`src/rtl/tsc_pkg.sv`:
```
// Purpose: Shared constants and types for the tx supply and clock start-up block
// Assumes: Wishbone byte addresses; register byte address is four times its index
// Notes:   Timing counts derive from the 40 MHz system clock
package tsc_pkg;
   // ----------------------------------------------------------
   // Register indices
   // ----------------------------------------------------------
   localparam int          ADR_W         = 13;
   localparam logic [10:0] IDX_TXREG     = 11'h002;
   localparam logic [10:0] IDX_AMP_NOM   = 11'h006;
   localparam logic [10:0] IDX_AMP_RDR   = 11'h007;
   localparam logic [10:0] IDX_AMP_CARD  = 11'h008;
   localparam logic [10:0] IDX_BOOST     = 11'h009;
   localparam logic [10:0] IDX_OSC_CFG   = 11'h00f;
   localparam logic [10:0] IDX_OSC_TMO   = 11'h010;
   localparam logic [10:0] IDX_PLL_REF   = 11'h011;
   localparam logic [10:0] IDX_RETRY     = 11'h012;
   localparam logic [10:0] IDX_DISCH     = 11'h50d;
   localparam logic [10:0] IDX_STATUS    = 11'h020;
   localparam logic [10:0] IDX_MASK      = 11'h021;
   localparam logic [10:0] IDX_STATE     = 11'h022;
   // ----------------------------------------------------------
   // Field positions
   // ----------------------------------------------------------
   localparam int TXREG_EN_BIT  = 0;
   localparam int TXREG_OCP_BIT = 1;
   localparam int RECAL_BIT     = 0;
   localparam int RETRY_MSB     = 7;
   localparam int RETRY_LSB     = 5;
   localparam int IVL_MSB       = 4;
   localparam int IVL_LSB       = 0;
   localparam int REF_MSB       = 3;
   localparam int DISCH_BIT     = 0;
   localparam int ST_CLKERR     = 0;
   localparam int ST_TMO        = 1;
   localparam int ST_LOCK       = 2;
   localparam int ST_DISCH      = 3;
   localparam int ST_W          = 4;
   // ----------------------------------------------------------
   // Reset values and codes
   // ----------------------------------------------------------
   localparam logic [1:0]  RST_TXREG      = 2'h0;
   localparam logic [7:0]  RST_BYTE       = 8'h00;
   localparam logic [7:0]  RST_DISCH      = 8'h01;
   localparam logic [7:0]  AMP_CODE_MAX   = 8'h2a;
   localparam logic [7:0]  AMP_CODE_MIN   = 8'h00;
   localparam logic [7:0]  BOOST_CODE_MAX = 8'h1d;
   localparam logic [3:0]  REF_48M        = 4'h5;
   localparam logic [3:0]  REF_HFO        = 4'h7;
   localparam logic [3:0]  REF_XTAL       = 4'h8;
   // ----------------------------------------------------------
   // Timing
   // ----------------------------------------------------------
   localparam int CLK_KHZ      = 40000;
   localparam int OSC_STEP_US  = 128;
   localparam int OSC_STEP_CYC = OSC_STEP_US * CLK_KHZ / 1000;
   localparam int CARRIER_KHZ  = 13560;
   localparam int IVL_PERIODS  = 256;
   localparam int IVL_STEP_CYC = (IVL_PERIODS * CLK_KHZ + CARRIER_KHZ - 1) / CARRIER_KHZ;
   localparam int DISCH_HI_CYC = 40;
   // ----------------------------------------------------------
   // Carriers
   // ----------------------------------------------------------
   typedef struct packed {
      logic       recal_en;
      logic [7:0] timeout;
      logic [2:0] max_retry;
      logic [4:0] interval;
   } tsc_osc_cfg_t;
   typedef struct packed {
      logic locked;
      logic tmo;
      logic clk_err;
   } tsc_evt_t;
endpackage

```
`src/rtl/tsc_lock_seq.sv`:
```
// Purpose: Oscillator start-up and PLL lock retry sequencer
// Assumes: Inputs synchronous to clk_i
// Notes:   Events and requests are one-cycle pulses, save lock requests, which can fall on consecutive cycles when interval is 0
`timescale 1ns/1ps
module tsc_lock_seq #(
   parameter int STEP_CYC = tsc_pkg::OSC_STEP_CYC,
   parameter int IVL_CYC  = tsc_pkg::IVL_STEP_CYC
) (
   input  wire logic                 clk_i,
   input  wire logic                 rst_i,
   input  wire logic                 wake_i,
   input  wire tsc_pkg::tsc_osc_cfg_t cfg_i,
   input  wire logic                 osc_ready_i,
   input  wire logic                 pll_locked_i,
   output logic                      recal_o,
   output logic                      lock_req_o,
   output tsc_pkg::tsc_evt_t         evt_o,
   output logic [1:0]                state_o,
   output logic [2:0]                retry_o
);
   typedef enum logic [1:0] {S_IDLE, S_OSC, S_LOCK} tsc_seq_t;
   tsc_seq_t    st_reg;
   logic [23:0] cyc_reg;
   logic [7:0]  step_reg;
   logic [2:0]  retry_reg;
   logic        tick;
   logic        ivl_done;

   assign tick     = (st_reg == S_OSC) ? (cyc_reg == 24'(STEP_CYC - 1))
                                       : (cyc_reg == 24'(IVL_CYC - 1));
   assign ivl_done = step_reg >= {3'h0, cfg_i.interval};
   assign state_o  = st_reg;
   assign retry_o  = retry_reg;

   always_ff @(posedge clk_i)
   begin
      // Restart the count at lock entry so the first interval is whole
      if (rst_i || st_reg == S_IDLE || tick || (st_reg == S_OSC && osc_ready_i))
         cyc_reg <= 24'h0;
      else
         cyc_reg <= cyc_reg + 24'h1;
   end

   always_ff @(posedge clk_i)
   begin
      recal_o    <= 1'b0;
      lock_req_o <= 1'b0;
      evt_o      <= '0;
      if (rst_i)
      begin
         st_reg    <= S_IDLE;
         step_reg  <= 8'h00;
         retry_reg <= 3'h0;
      end
      else
      begin
         unique case (st_reg)
            S_IDLE:
            if (wake_i)
            begin
               recal_o   <= cfg_i.recal_en;
               st_reg    <= S_OSC;
               step_reg  <= 8'h00;
               retry_reg <= 3'h0;
            end
            S_OSC:
            if (osc_ready_i)
            begin
               st_reg     <= S_LOCK;
               step_reg   <= 8'h00;
               lock_req_o <= 1'b1;
            end
            else if (step_reg >= cfg_i.timeout)
            begin
               evt_o.tmo <= 1'b1;
               st_reg    <= S_IDLE;
            end
            else if (tick)
               step_reg <= step_reg + 8'h01;
            S_LOCK:
            if (ivl_done)
            begin
               step_reg <= 8'h00;
               if (pll_locked_i)
               begin
                  evt_o.locked <= 1'b1;
                  st_reg       <= S_IDLE;
               end
               else if (retry_reg == cfg_i.max_retry)
               begin
                  evt_o.clk_err <= 1'b1;
                  st_reg        <= S_IDLE;
               end
               else
               begin
                  retry_reg  <= retry_reg + 3'h1;
                  lock_req_o <= 1'b1;
               end
            end
            else if (tick)
               step_reg <= step_reg + 8'h01;
            default:
               st_reg <= S_IDLE;
         endcase
      end
   end
endmodule

```
`src/rtl/tsc_top.sv`:
```
// Purpose: Tx supply and oscillator start-up configuration bank with Wishbone slave
// Assumes: Classic Wishbone, byte addresses, register index = adr_i[12:2]
// Notes:   One-cycle ack; unmapped addresses ack with zero data
`timescale 1ns/1ps
module tsc_top #(
   parameter int OSC_STEP_CYC = tsc_pkg::OSC_STEP_CYC,
   parameter int IVL_STEP_CYC = tsc_pkg::IVL_STEP_CYC,
   parameter int DISCH_CYC    = tsc_pkg::DISCH_HI_CYC
) (
   input  wire logic                     clk_i,
   input  wire logic                     rst_i,
   input  wire logic                     wb_cyc_i,
   input  wire logic                     wb_stb_i,
   input  wire logic                     wb_we_i,
   input  wire logic [tsc_pkg::ADR_W-1:0] wb_adr_i,
   input  wire logic [3:0]               wb_sel_i,
   input  wire logic [31:0]              wb_dat_i,
   output logic [31:0]                   wb_dat_o,
   output logic                          wb_ack_o,
   input  wire logic                     wake_i,
   input  wire logic                     osc_ready_i,
   input  wire logic                     pll_locked_i,
   input  wire logic                     rf_on_i,
   input  wire logic                     reader_mode_i,
   output logic                          tx_reg_en_o,
   output logic                          tx_reg_ocp_en_o,
   output logic [7:0]                    amp_supply_code_o,
   output logic [7:0]                    boost_code_o,
   output logic [3:0]                    pll_ref_sel_o,
   output logic                          pll_ref_valid_o,
   output logic                          osc_recal_o,
   output logic                          pll_lock_req_o,
   output logic                          clk_err_o,
   output logic                          irq_o
);
   // ----------------------------------------------------------
   // Helpers
   // ----------------------------------------------------------
   function automatic logic [7:0] min8(input logic [7:0] a, input logic [7:0] b);
      return (a < b) ? a : b;
   endfunction

   function automatic logic ref_ok(input logic [3:0] c);
      return (c <= tsc_pkg::REF_48M) || (c == tsc_pkg::REF_HFO)
             || (c == tsc_pkg::REF_XTAL);
   endfunction

   typedef enum logic [1:0] {DS_RUN, DS_HIGH, DS_LOW} tsc_disch_t;

   logic [1:0]           txreg_reg;
   logic [7:0]           amp_nom_reg;
   logic [7:0]           amp_rdr_reg;
   logic [7:0]           amp_card_reg;
   logic [7:0]           boost_reg;
   logic [7:0]           osc_cfg_reg;
   logic [7:0]           osc_tmo_reg;
   logic [7:0]           pll_ref_reg;
   logic [7:0]           retry_cfg_reg;
   logic [7:0]           disch_reg;
   logic [tsc_pkg::ST_W-1:0] status_reg;
   logic [tsc_pkg::ST_W-1:0] status_next;
   logic [tsc_pkg::ST_W-1:0] mask_reg;
   logic [tsc_pkg::ST_W-1:0] evt_vec;
   logic                 ack_reg;
   logic [31:0]          rdata_reg;
   logic [31:0]          rdata_next;
   logic [10:0]          idx;
   logic                 hit;
   logic                 wr0;
   logic                 rd_fire;
   tsc_disch_t           ds_reg;
   logic [15:0]          ds_cnt_reg;
   logic                 rf_prev_reg;
   logic                 disch_evt_reg;
   logic [7:0]           amp_reg;
   logic [7:0]           amp_limit;
   logic [7:0]           boost_out_reg;
   logic [3:0]           ref_sel_reg;
   logic                 ref_valid_reg;
   logic                 irq_reg;
   tsc_pkg::tsc_osc_cfg_t osc_cfg;
   tsc_pkg::tsc_evt_t    seq_evt;
   logic [1:0]           seq_state;
   logic [2:0]           seq_retry;

   // ----------------------------------------------------------
   // Wishbone slave
   // ----------------------------------------------------------
   assign idx     = wb_adr_i[tsc_pkg::ADR_W-1:2];
   assign hit     = wb_cyc_i & wb_stb_i & ~ack_reg;
   assign wr0     = hit & wb_we_i & wb_sel_i[0];
   assign rd_fire = hit & ~wb_we_i;

   always_ff @(posedge clk_i)
   begin
      if (rst_i)
         ack_reg <= 1'b0;
      else
         ack_reg <= hit;
   end

   always_comb
   begin
      rdata_next = 32'h0;
      unique case (idx)
         tsc_pkg::IDX_TXREG:    rdata_next[1:0] = txreg_reg;
         tsc_pkg::IDX_AMP_NOM:  rdata_next[7:0] = amp_nom_reg;
         tsc_pkg::IDX_AMP_RDR:  rdata_next[7:0] = amp_rdr_reg;
         tsc_pkg::IDX_AMP_CARD: rdata_next[7:0] = amp_card_reg;
         tsc_pkg::IDX_BOOST:    rdata_next[7:0] = boost_reg;
         tsc_pkg::IDX_OSC_CFG:  rdata_next[7:0] = osc_cfg_reg;
         tsc_pkg::IDX_OSC_TMO:  rdata_next[7:0] = osc_tmo_reg;
         tsc_pkg::IDX_PLL_REF:  rdata_next[7:0] = pll_ref_reg;
         tsc_pkg::IDX_RETRY:    rdata_next[7:0] = retry_cfg_reg;
         tsc_pkg::IDX_DISCH:    rdata_next[7:0] = disch_reg;
         tsc_pkg::IDX_STATUS:   rdata_next[tsc_pkg::ST_W-1:0] = status_reg;
         tsc_pkg::IDX_MASK:     rdata_next[tsc_pkg::ST_W-1:0] = mask_reg;
         tsc_pkg::IDX_STATE:    rdata_next[7:0] = {ds_reg, seq_retry, 1'b0, seq_state};
         default:               rdata_next = 32'h0;
      endcase
   end

   always_ff @(posedge clk_i)
   begin
      if (rst_i)
         rdata_reg <= 32'h0;
      else if (rd_fire)
         rdata_reg <= rdata_next;
      else if (ack_reg)
         rdata_reg <= 32'h0;
   end

   assign wb_ack_o = ack_reg;
   assign wb_dat_o = rdata_reg;

   // ----------------------------------------------------------
   // Configuration registers
   // ----------------------------------------------------------
   always_ff @(posedge clk_i)
   begin
      if (rst_i)
      begin
         txreg_reg     <= tsc_pkg::RST_TXREG;
         amp_nom_reg   <= tsc_pkg::RST_BYTE;
         amp_rdr_reg   <= tsc_pkg::RST_BYTE;
         amp_card_reg  <= tsc_pkg::RST_BYTE;
         boost_reg     <= tsc_pkg::RST_BYTE;
         osc_cfg_reg   <= tsc_pkg::RST_BYTE;
         osc_tmo_reg   <= tsc_pkg::RST_BYTE;
         pll_ref_reg   <= tsc_pkg::RST_BYTE;
         retry_cfg_reg <= tsc_pkg::RST_BYTE;
         disch_reg     <= tsc_pkg::RST_DISCH;
         mask_reg      <= '0;
      end
      else if (wr0)
      begin
         unique case (idx)
            tsc_pkg::IDX_TXREG:    txreg_reg     <= wb_dat_i[1:0];
            tsc_pkg::IDX_AMP_NOM:  amp_nom_reg   <= wb_dat_i[7:0];
            tsc_pkg::IDX_AMP_RDR:  amp_rdr_reg   <= wb_dat_i[7:0];
            tsc_pkg::IDX_AMP_CARD: amp_card_reg  <= wb_dat_i[7:0];
            tsc_pkg::IDX_BOOST:    boost_reg     <= wb_dat_i[7:0];
            tsc_pkg::IDX_OSC_CFG:  osc_cfg_reg   <= wb_dat_i[7:0];
            tsc_pkg::IDX_OSC_TMO:  osc_tmo_reg   <= wb_dat_i[7:0];
            tsc_pkg::IDX_PLL_REF:  pll_ref_reg   <= wb_dat_i[7:0];
            tsc_pkg::IDX_RETRY:    retry_cfg_reg <= wb_dat_i[7:0];
            tsc_pkg::IDX_DISCH:    disch_reg     <= wb_dat_i[7:0];
            tsc_pkg::IDX_MASK:     mask_reg      <= wb_dat_i[tsc_pkg::ST_W-1:0];
            default:               mask_reg      <= mask_reg;
         endcase
      end
   end

   // ----------------------------------------------------------
   // Regulator controls
   // ----------------------------------------------------------
   assign tx_reg_en_o     = txreg_reg[tsc_pkg::TXREG_EN_BIT];
   assign tx_reg_ocp_en_o = txreg_reg[tsc_pkg::TXREG_OCP_BIT];

   // Mode maximum, then absolute ceiling
   assign amp_limit = min8(reader_mode_i ? amp_rdr_reg : amp_card_reg,
                           tsc_pkg::AMP_CODE_MAX);

   always_ff @(posedge clk_i)
   begin
      if (rst_i)
         amp_reg <= tsc_pkg::AMP_CODE_MIN;
      else
      begin
         unique case (ds_reg)
            DS_HIGH: amp_reg <= tsc_pkg::AMP_CODE_MAX;
            DS_LOW:  amp_reg <= tsc_pkg::AMP_CODE_MIN;
            default: amp_reg <= min8(amp_nom_reg, amp_limit);
         endcase
      end
   end
   assign amp_supply_code_o = amp_reg;

   // Reserved boost codes leave the last valid level in place
   always_ff @(posedge clk_i)
   begin
      if (rst_i)
         boost_out_reg <= tsc_pkg::RST_BYTE;
      else if (boost_reg <= tsc_pkg::BOOST_CODE_MAX)
         boost_out_reg <= boost_reg;
   end
   assign boost_code_o = boost_out_reg;

   always_ff @(posedge clk_i)
   begin
      if (rst_i)
      begin
         ref_sel_reg   <= 4'h0;
         ref_valid_reg <= 1'b0;
      end
      else
      begin
         ref_sel_reg   <= pll_ref_reg[tsc_pkg::REF_MSB:0];
         ref_valid_reg <= ref_ok(pll_ref_reg[tsc_pkg::REF_MSB:0]);
      end
   end
   assign pll_ref_sel_o   = ref_sel_reg;
   assign pll_ref_valid_o = ref_valid_reg;

   // ----------------------------------------------------------
   // Fast discharge at field-off
   // ----------------------------------------------------------
   always_ff @(posedge clk_i)
   begin
      disch_evt_reg <= 1'b0;
      if (rst_i)
      begin
         ds_reg      <= DS_RUN;
         ds_cnt_reg  <= 16'h0;
         rf_prev_reg <= 1'b0;
      end
      else
      begin
         rf_prev_reg <= rf_on_i;
         unique case (ds_reg)
            DS_RUN:
            if (rf_prev_reg && !rf_on_i && disch_reg[tsc_pkg::DISCH_BIT])
            begin
               ds_reg     <= DS_HIGH;
               ds_cnt_reg <= 16'h0;
            end
            DS_HIGH:
            if (ds_cnt_reg == 16'(DISCH_CYC - 1))
            begin
               ds_reg        <= DS_LOW;
               disch_evt_reg <= 1'b1;
            end
            else
               ds_cnt_reg <= ds_cnt_reg + 16'h1;
            DS_LOW:
            if (rf_on_i)
               ds_reg <= DS_RUN;
            default:
               ds_reg <= DS_RUN;
         endcase
      end
   end

   // ----------------------------------------------------------
   // Start-up sequencer
   // ----------------------------------------------------------
   assign osc_cfg.recal_en  = osc_cfg_reg[tsc_pkg::RECAL_BIT];
   assign osc_cfg.timeout   = osc_tmo_reg;
   assign osc_cfg.max_retry = retry_cfg_reg[tsc_pkg::RETRY_MSB:tsc_pkg::RETRY_LSB];
   assign osc_cfg.interval  = retry_cfg_reg[tsc_pkg::IVL_MSB:tsc_pkg::IVL_LSB];

   tsc_lock_seq #(
      .STEP_CYC (OSC_STEP_CYC),
      .IVL_CYC  (IVL_STEP_CYC)
   ) u_seq (
      .clk_i        (clk_i),
      .rst_i        (rst_i),
      .wake_i       (wake_i),
      .cfg_i        (osc_cfg),
      .osc_ready_i  (osc_ready_i),
      .pll_locked_i (pll_locked_i),
      .recal_o      (osc_recal_o),
      .lock_req_o   (pll_lock_req_o),
      .evt_o        (seq_evt),
      .state_o      (seq_state),
      .retry_o      (seq_retry)
   );

   // ----------------------------------------------------------
   // Status and interrupt
   // ----------------------------------------------------------
   always_comb
   begin
      evt_vec                     = '0;
      evt_vec[tsc_pkg::ST_CLKERR] = seq_evt.clk_err;
      evt_vec[tsc_pkg::ST_TMO]    = seq_evt.tmo;
      evt_vec[tsc_pkg::ST_LOCK]   = seq_evt.locked;
      evt_vec[tsc_pkg::ST_DISCH]  = disch_evt_reg;
      // New events win over the read clear
      status_next = evt_vec;
      if (!(rd_fire && idx == tsc_pkg::IDX_STATUS))
         status_next = status_next | status_reg;
   end

   always_ff @(posedge clk_i)
   begin
      if (rst_i)
      begin
         status_reg <= '0;
         irq_reg    <= 1'b0;
      end
      else
      begin
         status_reg <= status_next;
         irq_reg    <= |(status_next & mask_reg);
      end
   end
   assign irq_o     = irq_reg;
   assign clk_err_o = status_reg[tsc_pkg::ST_CLKERR];

   localparam int DISCH_LIM = DISCH_CYC + 2;
endmodule

```
`config.mk`:
```
export PLATFORM = sky130hd
export DESIGN_NAME = tsc_top
export DESIGN_NICKNAME = d
export VERILOG_FILES = /design/src/rtl/tsc_pkg.sv /design/src/rtl/tsc_lock_seq.sv /design/src/rtl/tsc_top.sv
export SDC_FILE = /design/constraint.sdc
export NUM_CORES = 1
export LEC_CHECK = 0
export BUFFER_PORTS_ARGS = -buffer_cell sky130_fd_sc_hd__buf_4
export CORE_MARGIN = 1.5
export CORE_UTILIZATION = 58
export DETAILED_ROUTE_END_ITERATION = 6
export HOLD_SLACK_MARGIN = 0.08
export PLACE_DENSITY = 0.79
export SYNTH_ARGS = -nofsm -noshare
export SYNTH_HDL_FRONTEND = slang
export SYNTH_SLANG_ARGS = --single-unit
```
`constraint.sdc`:
```
create_clock -name clk_i -period 2.9 [get_ports clk_i]
set_input_delay 0.145 -clock clk_i [delete_from_list [all_inputs] [get_ports clk_i]]
set_output_delay 0.145 -clock clk_i [all_outputs]
set_load 0.02 [all_outputs]
```
==> metrics.cfg <==
[final_layout]
instances_no_fill = 1303
mostFrequentLayoutCells = 173 x dfxtp_1, 139 x nor2_1, 131 x nand2_1
nFillCells = 1188
final_nets = 1197
diodes = 0
largest_reg_flops = 24
fin_util_pct = 68.4
synthToLayoutAreaGrowth_pct = 15.4
drive_gt1_share_pct = 12.1
final_common_cell = dfxtp_1

[yosys]
synth_area_leaders = dfxtp_1 41%, nor2_1 6.1%, nand2_1 5.7%
yosysWarnings = 0
post_synth_instance_area_um2 = 8610
ys_seq_area_share_pct = 40.7
synth_edf_count = 0
syn_avg_cell_area_um2 = 8.24
netlist.area_leader.share_pct = 40.7
ys_types = 63
ys.flop_type = dfxtp_1
syn_inst = 1045
synth_seq_cells = 175
synth_async_sr_flop_share_pct = 0
yosysTopAreaCell = dfxtp_1

[power]
powerDensity_nw_per_um2 = 527
finalPower_w = 0.00524
p_sw_share_pct = 24.8
clockPowerShare_pct = 43.5
p_seq_share_pct = 46.9
ir_drop_v = 0.000413
combPwrFrac_pct = 9.6
p_leak_nw = 3.99
power.internal_w = 0.00394
p_sw_w = 0.00130

[place]
dp_hpwl_mm = 15.7
portBuffers = 65
dp_cells = 1258
gp_congestion = 0.971

[run_status]
outcome = complete, no violations

[timing]
setup_viol = 0
fin_tns_setup_ps = 0
fin_crit_sh_pct = 94.2
worstMarginPinSlew_ps = 713
finClkSkew_ps = 5.49
grt_setup_unrepaired = false
fin_crit_ps = 2730
fmax_mhz = 366
relSlewSlack_pct = 52.0
fin_hold_ws_ps = 109
finalHoldViolCount = 0
final_max_slew_viol_count = 0

[floorplan]
die_h_um = 125
core_um2 = 14500
dieWidth_um = 125
row_count = 44
dieArea_um2 = 15600
num_io_pins = 119
start_util_pct = 59.2

[detailed_routing]
ant_nets = 0
firstDrtPassIters = 7
drt_iter0_markers = 854
vias = 7701
post_drt_via_cell_ratio = 5.91
wl_mm = 22.7
remaining_drc_errors = 0
wire_per_inst_um = 17.4

[cts]
clk_path_buf_depth = 2
insertion_delay_ps = 430
cts_sinks = 175
cts_setup_buffers = 0
cts.htree.levels = 4
cts_buffers = 17
cts_root_buffer = clkbuf_16
clk_pin_slew_ps = 60
cts_tree = built

[job]
max_cap_violations = 0

[worst_setup_path]
worstSetupStartpointType = flip-flop
crit_start = amp_rdr_reg[7]$_SDFFE_PP0P_
rr_startpoint = amp_rdr_reg[7]$_SDFFE_PP0P_
crit_fanout = 12
cp.arrival_ps = 3090
crit_buf_inv = 1
cpPeakStageDelay_ps = 360
crit_family = simple AND/OR/NAND/NOR gates
critPathSlowestCell = o311a_1
crit_type = flip-flop to flip-flop
worstPathCellList = nor4b_2 > a211o_1 > o41ai_4 > or2_2 > ha_1 > o211ai_1 > o311a_1 > buf_4 > or3_1 > a21oi_1
end_kind = flip-flop
crit_required_ps = 3260

[grt]
grt-ovfl-total = 0
antenna_found_initial = 0
grt_pass1_wl_mm = 36.7
grt_pass1_vias = 7207
grtUsageTotal_pct = 29.3
grt_start_max_net_pins = 86

[hold_path]
hold_path_class = input pin to flip-flop
hp-start = wb_we_i

## worst paths after layout
path                                           to  slack [ps]  cells after the start
setup / recovery  amp_supply_code_o[0]$_SDFF_PP0_         170                     10
hold reg to reg       pll_ref_reg[4]$_SDFFE_PP0P_         460                      2
setup reg to reg  amp_supply_code_o[0]$_SDFF_PP0_         170                     10
hold / removal           wb_dat_o[3]$_SDFFE_PP0P_         110                      4
## worst min-delay path, cell delays in order
cell and delay (ps):
buf_4 100, nor3_1 100, nand2_1 80, a21oi_1 60
## stage by stage
| stage | setup WS (ps) | instance area [um^2] |
|---|---|---|
| after floorplan | 269 | 8700 |
| final | 169 | 9930 |
| after global routing | 25.4 | 9930 |
| after CTS | 80.4 | 9890 |
| after detailed placement | 75.1 | 9170 |
| after global placement | 149 | 9170 |
## cells in the mapped netlist, drive strengths merged (22+ instances only)
cell type  count
dfxtp        175
nor2         139
nand2        131
a21oi         68
nand3         53
mux2i         48
clkbuf        41
buf           36
xor2          32
ha            31
inv           30
o21ai         27
and3          22
## layout make-up
class	instances	area [um^2]	area share, %
multi-input combinational	786	4730	47.6
sequential	175	3510	35.3
timing repair buffer	96	768	7.73
clock buffer	22	474	4.77
tap	184	230	2.32
inverter	31	116	1.17
clock inverter	9	110	1.11
## metal layers
metal	track usage, %	wire length [um]	vias up
li1	-	-	3735
met1	40.1	10200	3604
met2	44.6	9930	309
met3	6.74	1820	53
met4	12.0	750	0
met5	0	0	-
## what timing repair did
item                       CTS  global route
resized for setup            0             9
hold buffers                14             0
setup endpoints to repair    0             6
hold endpoints to repair    44             0
## power by group through the flow
| stage | clock network (W) | registers [W] | logic, W |
|---|---|---|---|
| floorplan | 0 | 0.00252 | 0.000337 |
| global placement | 0 | 0.00251 | 0.000461 |
| detailed placement | 0 | 0.00251 | 0.000467 |
| CTS | 0.00230 | 0.00246 | 0.000489 |
| global route | 0.00239 | 0.00246 | 0.000547 |
| finish | 0.00228 | 0.00246 | 0.000501 |
## kinds of logic after synthesis
logic type / count (synthesis) / share of synthesized area, %
and+or+nand+nor: 449 / 24.6
AOI/OAI and AO/OA: 186 / 13.9
DFF: 175 / 40.7
buffers and inverters: 108 / 5.84
muxes: 52 / 6.11
xor gates and xnor gates: 42 / 4.27
adders and majority gates: 31 / 4.51
other: 2 / 0.0873
(Power assumes the default switching activity.)
